===== config.mk =====
export PLATFORM = sky130hd
export DESIGN_NAME = sbsram_core
export DESIGN_NICKNAME = d
export VERILOG_FILES = /design/src/core/sbsram_pkg.sv /design/src/core/sbsram_fifo.sv /design/src/core/sbsram_burst_addr.sv /design/src/core/sbsram_core.sv
export SDC_FILE = /design/constraint.sdc
export NUM_CORES = 2
export LEC_CHECK = 0
export BUFFER_PORTS_ARGS = -buffer_cell sky130_fd_sc_hd__buf_2
export CAP_MARGIN = 15
export CORE_MARGIN = 2
export CORE_UTILIZATION = 62
export DETAILED_ROUTE_END_ITERATION = 10
export PLACE_DENSITY = 0.8
export SKIP_LAST_GASP = 1
export SLEW_MARGIN = 25
export SYNTH_ARGS = -nofsm -noshare
export SYNTH_HDL_FRONTEND = slang
export SYNTH_SLANG_ARGS = --single-unit

===== constraint.sdc =====
create_clock -name core_clk -period 10.6 [get_ports core_clk]
set_input_delay 0.53 -clock core_clk [delete_from_list [all_inputs] [get_ports core_clk]]
set_output_delay 0.53 -clock core_clk [all_outputs]
set_load 0.03 [all_outputs]

===== src/core/sbsram_pkg.sv =====
// Package: constants and types of the synchronous burst SRAM interface
package sbsram_pkg;
    // ==========================================================
    // Geometry
    localparam int ADDR_W_DEF   = 17;
    localparam int LANES_DEF    = 4;
    localparam int LANE_W_DEF   = 9;
    localparam int FIFO_DEPTH   = 32;
    // ==========================================================
    // Burst
    localparam int BURST_LEN    = 4;
    localparam int BURST_IDX_W  = 2;
    localparam logic [1:0] BURST_CNT_RST = 2'h0;
    // ==========================================================
    // Data phase kinds, one-hot
    typedef enum logic [2:0] {
        SBSRAM_PH_IDLE  = 3'h1,
        SBSRAM_PH_READ  = 3'h2,
        SBSRAM_PH_WRITE = 3'h4
    } sbsram_phase_t;
endpackage : sbsram_pkg


===== src/core/sbsram_fifo.sv =====
// FIFO: parameterised buffer for completed write words
`timescale 1ns/1ps
module sbsram_fifo
    import sbsram_pkg::*;
#(
    parameter int WIDTH = 36,
    parameter int DEPTH = FIFO_DEPTH
) (
    input  wire logic             core_clk,
    input  wire logic             reset,
    input  wire logic             in_valid,
    output logic                  in_ready,
    input  wire logic [WIDTH-1:0] in_data,
    output logic                  out_valid,
    input  wire logic             out_ready,
    output logic      [WIDTH-1:0] out_data
);
    localparam int AW = $clog2(DEPTH);
    initial begin
        if (DEPTH < 2 || (1 << AW) != DEPTH) $error("DEPTH must be a power of two >= 2");
    end

    logic [WIDTH-1:0] mem [DEPTH];
    logic [AW:0]      wr_ptr;
    logic [AW:0]      rd_ptr;
    logic [AW:0]      next_wr_ptr;
    logic [AW:0]      next_rd_ptr;
    logic             push;
    logic             pop;

    // ==========================================================
    // Flags and pointers
    always_comb begin
        in_ready    = (wr_ptr - rd_ptr) != (AW + 1)'(DEPTH);
        out_valid   = wr_ptr != rd_ptr;
        push        = in_valid && in_ready;
        pop         = out_valid && out_ready;
        next_wr_ptr = push ? wr_ptr + 1'b1 : wr_ptr;
        next_rd_ptr = pop ? rd_ptr + 1'b1 : rd_ptr;
    end

    always_ff @(posedge core_clk or posedge reset) begin
        if (reset) begin
            wr_ptr <= '0;
            rd_ptr <= '0;
        end else begin
            wr_ptr <= next_wr_ptr;
            rd_ptr <= next_rd_ptr;
        end
    end

    always_ff @(posedge core_clk) begin
        if (push) begin
            mem[wr_ptr[AW-1:0]] <= in_data;
        end
    end

    assign out_data = mem[rd_ptr[AW-1:0]];
endmodule : sbsram_fifo


===== src/core/sbsram_burst_addr.sv =====
// Burst address generator: linear or interleaved two-bit sequence
`timescale 1ns/1ps
module sbsram_burst_addr
    import sbsram_pkg::*;
(
    input  wire logic [BURST_IDX_W-1:0] base_low,
    input  wire logic [BURST_IDX_W-1:0] beat,
    input  wire logic                   linear_order,
    output logic      [BURST_IDX_W-1:0] addr_low
);
    // Linear adds the beat, interleaved xors it
    always_comb begin
        if (linear_order) begin
            addr_low = base_low + beat;
        end else begin
            addr_low = base_low ^ beat;
        end
    end
endmodule : sbsram_burst_addr


===== src/core/sbsram_core.sv =====
// Core: synchronous pipelined burst SRAM device logic
// Function
// - Burst steps two low address bits through four words in selected order.
// - Load low ends any burst and, when selected, captures new address and control.
// - Read/write select ignored while advancing a burst.
// - Burst direction fixed by read/write select captured on load.
// - Write starts when read/write select sampled low on a load.
// - Byte enables lead data by one cycle; applied to next data word.
// - Clock-gate high edge is ignored by the sequencing logic only.
// - Control, burst and data-phase registers hold on a gated edge; pin synchronisers and write buffer keep running.
// - Any chip select inactive on a load starts deselect; no new operation.
// - Data bus goes high impedance one cycle after deselect edge.
// - Deselect lets captured reads and writes finish their data phase.
// - One select active high, two active low; all must be active.
// - Undriven burst-order input behaves as held high.
`timescale 1ns/1ps
module sbsram_core
    import sbsram_pkg::*;
#(
    parameter int ADDR_W = ADDR_W_DEF,
    parameter int LANES  = LANES_DEF,
    parameter int LANE_W = LANE_W_DEF
) (
    input  wire logic                      core_clk,
    input  wire logic                      reset,
    input  wire logic [ADDR_W-1:0]         address,
    input  wire logic                      chip_select_a_n,
    input  wire logic                      chip_select_b,
    input  wire logic                      chip_select_c_n,
    input  wire logic                      advance_or_load,
    input  wire logic                      read_write_n,
    input  wire logic [LANES-1:0]          byte_lane_write_n,
    input  wire logic                      clock_gate_n,
    input  wire logic                      burst_order_select_n,
    input  wire logic                      burst_order_driven,
    input  wire logic                      output_enable_n,
    input  wire logic [LANES*LANE_W-1:0]   data_in,
    output logic      [LANES*LANE_W-1:0]   data_out,
    output logic                           data_out_en_n,
    output logic                           wr_valid,
    input  wire logic                      wr_ready,
    output logic      [ADDR_W-1:0]         wr_addr,
    output logic      [LANES*LANE_W-1:0]   wr_data,
    output logic      [LANES-1:0]          wr_lanes,
    output logic                           rd_req,
    output logic      [ADDR_W-1:0]         rd_addr,
    input  wire logic [LANES*LANE_W-1:0]   rd_data,
    output logic                           busy_stall
);
    localparam int DW = LANES * LANE_W;
    localparam int FW = ADDR_W + LANES + DW;
    initial begin
        if (ADDR_W < BURST_IDX_W + 1 || LANES < 1 || LANE_W < 1) $error("Bad geometry");
    end

    // ==========================================================
    // Pin synchronisers (two flops each); output enable stays asynchronous
    localparam int SW = ADDR_W + 6 + LANES + 2 + DW;
    logic [SW-1:0] sync_a;
    logic [SW-1:0] sync_b;
    always_ff @(posedge core_clk or posedge reset) begin
        if (reset) begin
            sync_a <= '0;
            sync_b <= '0;
        end else begin
            sync_a <= {address, chip_select_a_n, chip_select_b, chip_select_c_n, advance_or_load,
                       read_write_n, clock_gate_n, byte_lane_write_n,
                       burst_order_select_n, burst_order_driven, data_in};
            sync_b <= sync_a;
        end
    end

    logic [ADDR_W-1:0] s_addr;
    logic              s_cs_a_n;
    logic              s_cs_b;
    logic              s_cs_c_n;
    logic              s_adv;
    logic              s_rw_n;
    logic              s_gate_n;
    logic [LANES-1:0]  s_bw_n;
    logic              s_order_n;
    logic              s_order_drv;
    logic [DW-1:0]     s_din;
    assign {s_addr, s_cs_a_n, s_cs_b, s_cs_c_n, s_adv, s_rw_n, s_gate_n, s_bw_n,
            s_order_n, s_order_drv, s_din} = sync_b;

    // ==========================================================
    // Control state
    logic [ADDR_W-1:0]       base_addr;
    logic [BURST_IDX_W-1:0]  beat;
    logic                    burst_active;
    logic                    burst_write;
    sbsram_phase_t           phase;
    logic [ADDR_W-1:0]       phase_addr;
    logic [LANES-1:0]        phase_lanes;
    logic [DW-1:0]           read_word;
    logic                    drive;

    logic [ADDR_W-1:0]       next_base_addr;
    logic [BURST_IDX_W-1:0]  next_beat;
    logic                    next_burst_active;
    logic                    next_burst_write;
    sbsram_phase_t           next_phase;
    logic [ADDR_W-1:0]       next_phase_addr;
    logic [LANES-1:0]        next_phase_lanes;
    logic [DW-1:0]           next_read_word;
    logic                    next_drive;

    logic                    selected;
    logic                    linear_order;
    logic                    edge_live;
    logic                    push_write;
    logic                    fifo_ready;
    logic [BURST_IDX_W-1:0]  step_low;
    logic [BURST_IDX_W-1:0]  next_beat_inc;

    assign selected     = !s_cs_a_n && s_cs_b && !s_cs_c_n;
    assign linear_order = !s_order_drv || s_order_n;
    // Write buffer full stalls like a gated edge while a write data phase is pending
    assign edge_live    = !s_gate_n && !(phase == SBSRAM_PH_WRITE && !fifo_ready);
    assign busy_stall   = !fifo_ready;
    assign next_beat_inc = beat + 1'b1;

    sbsram_burst_addr u_burst_addr (
        .base_low     (base_addr[BURST_IDX_W-1:0]),
        .beat         (next_beat_inc),
        .linear_order (linear_order),
        .addr_low     (step_low)
    );

    // ==========================================================
    // Address, burst and data-phase sequencing
    always_comb begin
        next_base_addr    = base_addr;
        next_beat         = beat;
        next_burst_active = burst_active;
        next_burst_write  = burst_write;
        next_phase        = phase;
        next_phase_addr   = phase_addr;
        next_phase_lanes  = phase_lanes;
        next_read_word    = read_word;
        next_drive        = drive;
        push_write        = 1'b0;
        if (edge_live) begin
            // Finish the data phase captured on the previous edge
            push_write = (phase == SBSRAM_PH_WRITE);
            next_read_word = rd_data;
            if (!s_adv) begin
                next_burst_active = 1'b0;
                if (selected) begin
                    next_base_addr    = s_addr;
                    next_beat         = BURST_CNT_RST;
                    next_burst_active = 1'b1;
                    next_burst_write  = !s_rw_n;
                    next_phase        = s_rw_n ? SBSRAM_PH_READ : SBSRAM_PH_WRITE;
                    next_phase_addr   = s_addr;
                end else begin
                    next_phase = SBSRAM_PH_IDLE;
                end
            end else if (burst_active && beat != 2'(BURST_LEN - 1)) begin
                // Read/write select not consulted here
                next_beat       = next_beat_inc;
                next_phase      = burst_write ? SBSRAM_PH_WRITE : SBSRAM_PH_READ;
                next_phase_addr = {base_addr[ADDR_W-1:BURST_IDX_W], step_low};
            end else begin
                next_burst_active = 1'b0;
                next_phase        = SBSRAM_PH_IDLE;
            end
            next_phase_lanes = ~s_bw_n;
            // Drive while the word of the previous edge's read stands
            next_drive = (phase == SBSRAM_PH_READ);
        end
    end

    always_ff @(posedge core_clk or posedge reset) begin
        if (reset) begin
            base_addr    <= '0;
            beat         <= BURST_CNT_RST;
            burst_active <= 1'b0;
            burst_write  <= 1'b0;
            phase        <= SBSRAM_PH_IDLE;
            phase_addr   <= '0;
            phase_lanes  <= '0;
            read_word    <= '0;
            drive        <= 1'b0;
        end else begin
            base_addr    <= next_base_addr;
            beat         <= next_beat;
            burst_active <= next_burst_active;
            burst_write  <= next_burst_write;
            phase        <= next_phase;
            phase_addr   <= next_phase_addr;
            phase_lanes  <= next_phase_lanes;
            read_word    <= next_read_word;
            drive        <= next_drive;
        end
    end

    // ==========================================================
    // Memory-side ports and write buffer
    assign rd_req  = (phase == SBSRAM_PH_READ);
    assign rd_addr = phase_addr;

    sbsram_fifo #(
        .WIDTH (FW),
        .DEPTH (FIFO_DEPTH)
    ) u_wr_fifo (
        .core_clk  (core_clk),
        .reset     (reset),
        .in_valid  (push_write),
        .in_ready  (fifo_ready),
        .in_data   ({phase_addr, phase_lanes, s_din}),
        .out_valid (wr_valid),
        .out_ready (wr_ready),
        .out_data  ({wr_addr, wr_lanes, wr_data})
    );

    // ==========================================================
    // Data outputs; output enable gates asynchronously to the core
    assign data_out      = read_word;
    assign data_out_en_n = !drive || output_enable_n;
endmodule : sbsram_core


* After elaboration in Yosys (flattened, before gate mapping) *
Memories as Yosys holds them, arrays and structs flattened.
Cells that the tools add are included.

storage, ports and cells
  register bits = 224
  bits in writable memories = 1824
  input port bits = 105
  logic and storage cells = 68
  memories kept = 1

operators by class
  add/sub/neg operators = 5
  equality and inequality tests = 7
  muxes and demuxes = 18
  bitwise gates (word level) = 3
  reduce and logical (&&, ||, !) cells = 21

memory list
  name           words  width  rd ports  clocked after memory_dff  write ports  RTL line           text
  u_wr_fifo.mem  32     57     1         0                         1            sbsram_fifo.sv:23  logic [WIDTH-1:0] mem [DEPTH];

operators with widths
  operator                                                         number
  17-bit two-way mux                                               3
  3-bit two-way mux                                                5
  6-bit by 1-bit adder with 6-bit output, second input constant    2
  1-bit logical NOT                                                8
  2-bit two-way mux                                                4
  1-bit logical AND                                                7
  1-bit two-way mux                                                6
  6-bit != test                                                    1
  6-bit != test, second input constant                             1
  3-bit AND reduction                                              2
  6-bit subtractor                                                 1
  2-bit != test, second input constant                             2
  4-bit NOT                                                        1
  3-bit by 2-bit == test with 1-bit output, second input constant  1
  3-bit == test, second input constant                             1
  2-bit by 1-bit adder with 2-bit output, second input constant    1
  2-bit adder                                                      1
  1-bit logical OR                                                 2
  2-bit by 1-bit != test with 1-bit output, second input constant  1
  2-bit AND reduction                                              1
  2-bit nonzero test                                               1
  2-bit bitwise XOR                                                1
  1-bit NOT                                                        1

* Longest topological paths before layout *
  depth in word-level cells = 10
  mapped depth = 13
  mapped depth without buffers = 8

* Cells and area by module *
Synthesis repeated with hierarchy kept, for this count alone.

second synthesis, totals
  cell total of the unflattened synthesis = 3185
  area total of the unflattened synthesis = 76525.9 um2

modules (own cells, without submodules)
  module             times used  cells an instance  area each (um2)
  sbsram_fifo        1           2832               69843.2
  sbsram_core        1           349                6648.9
  sbsram_burst_addr  1           4                  33.8

* Worst setup path after synthesis *
OpenSTA, ideal clock, no wires.

  path type = register to register
  start = register u_wr_fifo.rd_ptr[1]
  end = memory u_wr_fifo.mem[7][0] (netlist bit) (enable)
  arrival time = 8479 ps
  setup slack = 1488 ps
  cell stages (with the launch flop) = 13
  path buffers = 4
  cells stage by stage = dfrtp_1 clkbuf_1 buf_2 buf_1 inv_1 ha_1 and2b_1 o221ai_1 a21oi_1 xnor2_1 buf_2 o211ai_2 nor4b_1

on the way
  cells in the longest elaborated chain, start to end = 10

RTL lines
  what                                         RTL line            text
  start, declared                              sbsram_fifo.sv:25   logic [AW:0] rd_ptr;
  start signal, assigned                       sbsram_fifo.sv:48   rd_ptr <= next_rd_ptr;
  6-bit subtractor (*)                         sbsram_fifo.sv:34   in_ready = (wr_ptr - rd_ptr) != (AW + 1)'(DEPTH);
  6-bit != test (*)                            sbsram_fifo.sv:34
  1-bit logical NOT                            sbsram_core.sv:120  assign edge_live = !s_gate_n && !(phase == SBSRAM_PH_WRITE && !fifo_ready);
  1-bit logical AND                            sbsram_core.sv:120
  1-bit logical NOT                            sbsram_core.sv:120
  1-bit logical AND                            sbsram_core.sv:120
  1-bit two-way mux                            sbsram_core.sv:144  if (edge_live) begin
  1-bit logical AND (*)                        sbsram_fifo.sv:36   push = in_valid && in_ready;
  1-bit two-way mux (*)                        sbsram_fifo.sv:53   if (push) begin
  1-bit two-way mux (not written as such) (*)  sbsram_fifo.sv:54   mem[wr_ptr[AW-1:0]] <= in_data;
  end, declared                                sbsram_fifo.sv:23

Every way passes the cells marked *; elsewhere a longest branch is shown, timed or not.

* Worst setup path in the final report *
  start = register u_wr_fifo.rd_ptr[0]
  end = output port wr_addr[12]

on the way
  cells in the longest elaborated chain, start to end = 1

RTL lines
  what                RTL line           text
  memory 32 x 57 bit  n/a
  end, declared       sbsram_core.sv:42  output logic [ADDR_W-1:0] wr_addr,

Every way passes these cells.

==> metrics.md <==
| Metric | Value |
|---|---|
| Result of the run | `finished, final reports clean` |
| Die footprint | `127000 um^2` |
| Predominant post-synthesis flop cell | `sky130_fd_sc_hd__edfxtp_1` |
| Number of flops mapped to enable cells by yosys | `1824` |
| Critical path's top delay family | `buffers and inverters` |
| Placeable core area | `123000 um^2` |
| Xor-xnor portion of the synthesized cell area | `0.171%` |
| Post-placement cell area | `80000 um^2` |
| #FFs+latches synth | `2048` |
| Crit path max fanout | `113` |
| Setup crit start kind | `flip-flop` |
| Count of non-filler cells in the finished layout | `5437` |
| Fraction of the mapped netlist area in simple logic gates | `1.47%` |
| Arrival time at the worst endpoint | `5.59 ns` |
| Reg-to-reg endpoint | `u_wr_fifo.mem[23][47]` |
| Final period utilization | `57.7%` |
| Maximum root-to-sink buffer count | `3` |
| Mux share of post-synthesis cell area | `18.2%` |
| Data required, critical path | `10.07 ns` |
| Routability cong. | `0.761` |
| Maximum vdd ir drop | `0.000223 V` |
| End point of the critical path | `wr_addr[12]` |
| Wire length on met3 | `23.5 mm` |
| Worst-skew pair later-pin latency | `0.83 ns` |
| Number of antenna diodes | `0` |
| Fin. max-slew vios | `0` |
| Synthesis-to-layout area growth | `13.6%` |
| Placed Cells | `4980` |
| Level count of the clock H-tree | `4` |
| Proportion of netlist area held by the largest area contributor | `71.4%` |
| Leading post-synthesis cells by cell area | `sky130_fd_sc_hd__edfxtp_1 71%, sky130_fd_sc_hd__mux4_2 17%, sky130_fd_sc_hd__dfrtp_1 7.3%` |
| CTS resizes | `0` |
| Die Height | `356 um` |
| Layout cell share with drive strength beyond 1 | `34.1%` |
| Total clock sinks | `2048` |
| Register-to-register setup slack | `5.20 ns` |
| Top routing layer in use | `met5` |
| Minimum clock period | `6.12 ns` |
| Largest stage delay on the critical path | `0.75 ns` |
| Starting Density | `62.3%` |
| Number of cells produced by synthesis | `3198` |
| Cell with the largest stage delay on the worst path | `sky130_fd_sc_hd__dfrtp_4` |
| Via total after detailed routing | `37.9k` |
| Power, Total | `22.2 mW` |
| Clock tree from TritonCTS | `yes` |
| Most common cell in the netlist | `sky130_fd_sc_hd__edfxtp_1` |
| Overall routing resource usage | `31.7%` |
| FF-to-FF path depth | `9` |
| Buf+Inv Stages, Crit Path | `4` |
| DRC viols | `0` |
| Count of buffers added by post-CTS timing repair for setup | `0` |
| MaxCap Viol Count | `0` |
| Cell chosen for the clock root | `sky130_fd_sc_hd__clkbuf_16` |
| Vias per Instance | `6.97` |
| Setup CP Type | `flip-flop to output pin` |
| Antenna violations before repair | `1` |
| Adder-cell area share of the yosys netlist | `0.196%` |
| Final routed wirelength across all metal layers | `196 mm` |
| Area of the mapped netlist | `76700 um^2` |
| Vias in the first global route | `39.7k` |
| Clock transition at the register clock pins on the worst setup and hold paths after CTS | `0.06 ns` |
| Number of buffers created by CTS | `191` |
| # nets final | `3756` |
| Post-synthesis average cell area | `24.0 um^2` |
| Number of cells on the critical path | `8` |
| Final sum of negative setup slack | `0 ns` |
| Share of the synthesized area in compound gates (AO/OA/AOI/OAI) | `0.248%` |
| DRC violation total after the first TritonRoute iteration | `5765` |
| Synth unique cells | `53` |
| Cell types with the highest counts after synthesis | `1824 x sky130_fd_sc_hd__edfxtp_1, 570 x sky130_fd_sc_hd__mux4_2, 223 x sky130_fd_sc_hd__dfrtp_1` |
| Global route total overflow | `0` |
| Synth async-reset ratio | `10.9%` |
| Port bufs | `218` |
| Least-Margin Pin Slew | `1.12 ns` |
| Number of setup violations in the final report | `0` |
| Number of routed nets with antenna violations | `0` |
| Clock skew | `0.0189 ns` |
| Routed wirelength normalized by instance count | `36.1 um` |
| Cell type with the largest total area after synthesis | `sky130_fd_sc_hd__edfxtp_1` |
| Ports placed on the boundary | `219` |
| Type of destination of the critical path | `output pin` |
| Leakage power figure | `28.7 nW` |
| Fmax achieved | `163 MHz` |
| Final Hold Violating Endpoints | `0` |
| Number of nets produced by synthesis | `3315` |
| Headroom to the max-slew limit | `25.1%` |
| Count of warnings emitted by yosys | `0` |
| Wl on met1 | `67.3 mm` |
| Type of the most critical hold path | `input pin to flip-flop` |
| Pre-antenna DRT Iters | `6` |
| Post-route standard cell area excluding fillers | `87100 um^2` |
| Number of cell rows | `129` |
| Post-Route Utilization | `70.7%` |
| Share of the yosys chip area belonging to registers | `78.7%` |
| Routed met2 length | `97.5 mm` |
| Maximum number of pins on one net before global-route repair | `177` |
| Power Dens Cells | `254 nW/um^2` |
| Worst reg2reg path startpoint | `u_wr_fifo.rd_ptr[1]` |
| CP cell instances | `buf_4 -> buf_12 -> buf_12 -> mux4_2 -> mux4_2 -> nand2_1 -> nand2_1 -> buf_2` |
| Post-DP HPWL | `88.7 mm` |
| Width of the chip | `356 um` |
| Combinational family with the most area after synthesis | `multiplexers` |
| Wire length of the first global-routing pass | `282 mm` |
| Launch point of the critical path | `u_wr_fifo.rd_ptr[0]` |
| RSZ-0062 raised after global routing | `false` |
## placed cells by master, fill, tap and decap left out, types with 3 or more instances in the layout
cell type                       count
sky130_fd_sc_hd__ha_1              12
sky130_fd_sc_hd__buf_6              6
sky130_fd_sc_hd__nand3_1            3
sky130_fd_sc_hd__and3_1             4
sky130_fd_sc_hd__inv_6              7
sky130_fd_sc_hd__mux2i_1            7
sky130_fd_sc_hd__nor2_1            11
sky130_fd_sc_hd__buf_2            218
sky130_fd_sc_hd__nor3_2            23
sky130_fd_sc_hd__dfrtp_4            4
sky130_fd_sc_hd__clkbuf_8           7
sky130_fd_sc_hd__o21ai_0            4
sky130_fd_sc_hd__dfrtp_1          197
sky130_fd_sc_hd__mux2_2            81
sky130_fd_sc_hd__clkbuf_1          52
sky130_fd_sc_hd__nand2_1          188
sky130_fd_sc_hd__inv_8              3
sky130_fd_sc_hd__clkbuf_16        194
sky130_fd_sc_hd__edfxtp_1        1824
sky130_fd_sc_hd__nand4_1            3
sky130_fd_sc_hd__xnor2_1           12
sky130_fd_sc_hd__clkinv_4           4
sky130_fd_sc_hd__dfrtp_2           22
sky130_fd_sc_hd__o211ai_1           3
sky130_fd_sc_hd__clkinv_1          44
sky130_fd_sc_hd__buf_12             4
sky130_fd_sc_hd__xor2_1             3
sky130_fd_sc_hd__inv_1             13
sky130_fd_sc_hd__bufinv_16         12
sky130_fd_sc_hd__clkinv_2          30
sky130_fd_sc_hd__mux4_2           570
sky130_fd_sc_hd__mux2_4             8
sky130_fd_sc_hd__nor2_4             5
sky130_fd_sc_hd__buf_4             74
sky130_fd_sc_hd__dlygate4sd3_1    102
## worst register-to-register path, cell delays in order, from the launching register on
cell and delay (ns):
sky130_fd_sc_hd__dfrtp_4 1.04, sky130_fd_sc_hd__inv_1 0.21, sky130_fd_sc_hd__ha_1 0.39, sky130_fd_sc_hd__and2b_1 0.21
sky130_fd_sc_hd__o22ai_2 0.16, sky130_fd_sc_hd__mux2i_1 0.14, sky130_fd_sc_hd__o21ai_1 0.56, sky130_fd_sc_hd__o211ai_2 0.48
sky130_fd_sc_hd__nor2_4 0.98, sky130_fd_sc_hd__buf_4 0.81
## final cells by class
cell class                      instances  area, um^2
Sequential cell                      2048       60400
Clock buffer                          253        5150
Inverter                               16        77.6
Fill cell                            6474       36100
Tap cell                             1637        2050
Timing Repair Buffer                  405        2840
Multi-Input combinational cell        977       15700
Clock inverter                        101         815
## state kept, by name, summed over array words and instances (netlist names)
name,count
burst_active,1
sync_b,65
u_wr_fifo.rd_ptr,6
burst_write,1
u_wr_fifo.wr_ptr,6
u_wr_fifo.mem,1824
rd_addr,17
base_addr,17
phase,3
beat,2
drive,1
phase_lanes,4
sync_a,65
data_out,36
## metal layers
| layer | vias to the layer above | track usage (%) |
|---|---|---|
| li1 | 14300 | - |
| met1 | 19900 | 43.0 |
| met2 | 3234 | 50.3 |
| met3 | 447 | 7.97 |
| met4 | 2 | 13.3 |
| met5 | - | 0 |
## power breakdown
group	switching, mW	total, mW	leakage, nW	internal, mW
registers	0.482	9.65	19.1	9.16
clock network	2.99	6.69	2.92	3.71
logic	3.16	5.81	6.71	2.65
## worst min path at each step
stage               cells past startpoint                  end       start  slack [ns]
floorplan                               0            sync_b[0]   sync_a[0]        0.33
global placement                        0           sync_b[62]  sync_a[62]        0.33
detailed placement                      0            sync_b[0]   sync_a[0]        0.33
CTS                                     3  u_wr_fifo.rd_ptr[0]    wr_ready        0.23
global route                            3  u_wr_fifo.rd_ptr[0]    wr_ready        0.30
finish                                  3  u_wr_fifo.rd_ptr[0]    wr_ready        0.29
## cell families after synthesis
kind of cell    after synthesis
compound gates               23
xor+xnor                     15
fa+ha+maj                    12
buf+inv                     173
flops                      2048
mux                         666
simple gates                261
## per-stage QoR
stage,hold slack [ns],setup slack [ns]
after global placement,0.332,5.17
after CTS,0.232,4.12
final,0.294,4.48
after floorplan,0.331,1.49
after detailed placement,0.335,5.11
after global routing,0.301,4.09
## timing repair
| action | 4_1_cts | 5_1_grt |
|---|---|---|
| endpoints found under the hold margin | 186 | 0 |
| setup endpoints to repair | 0 | 0 |
| hold buffers | 102 | 0 |
No activity file was read; power rests on OpenSTA's default activity.
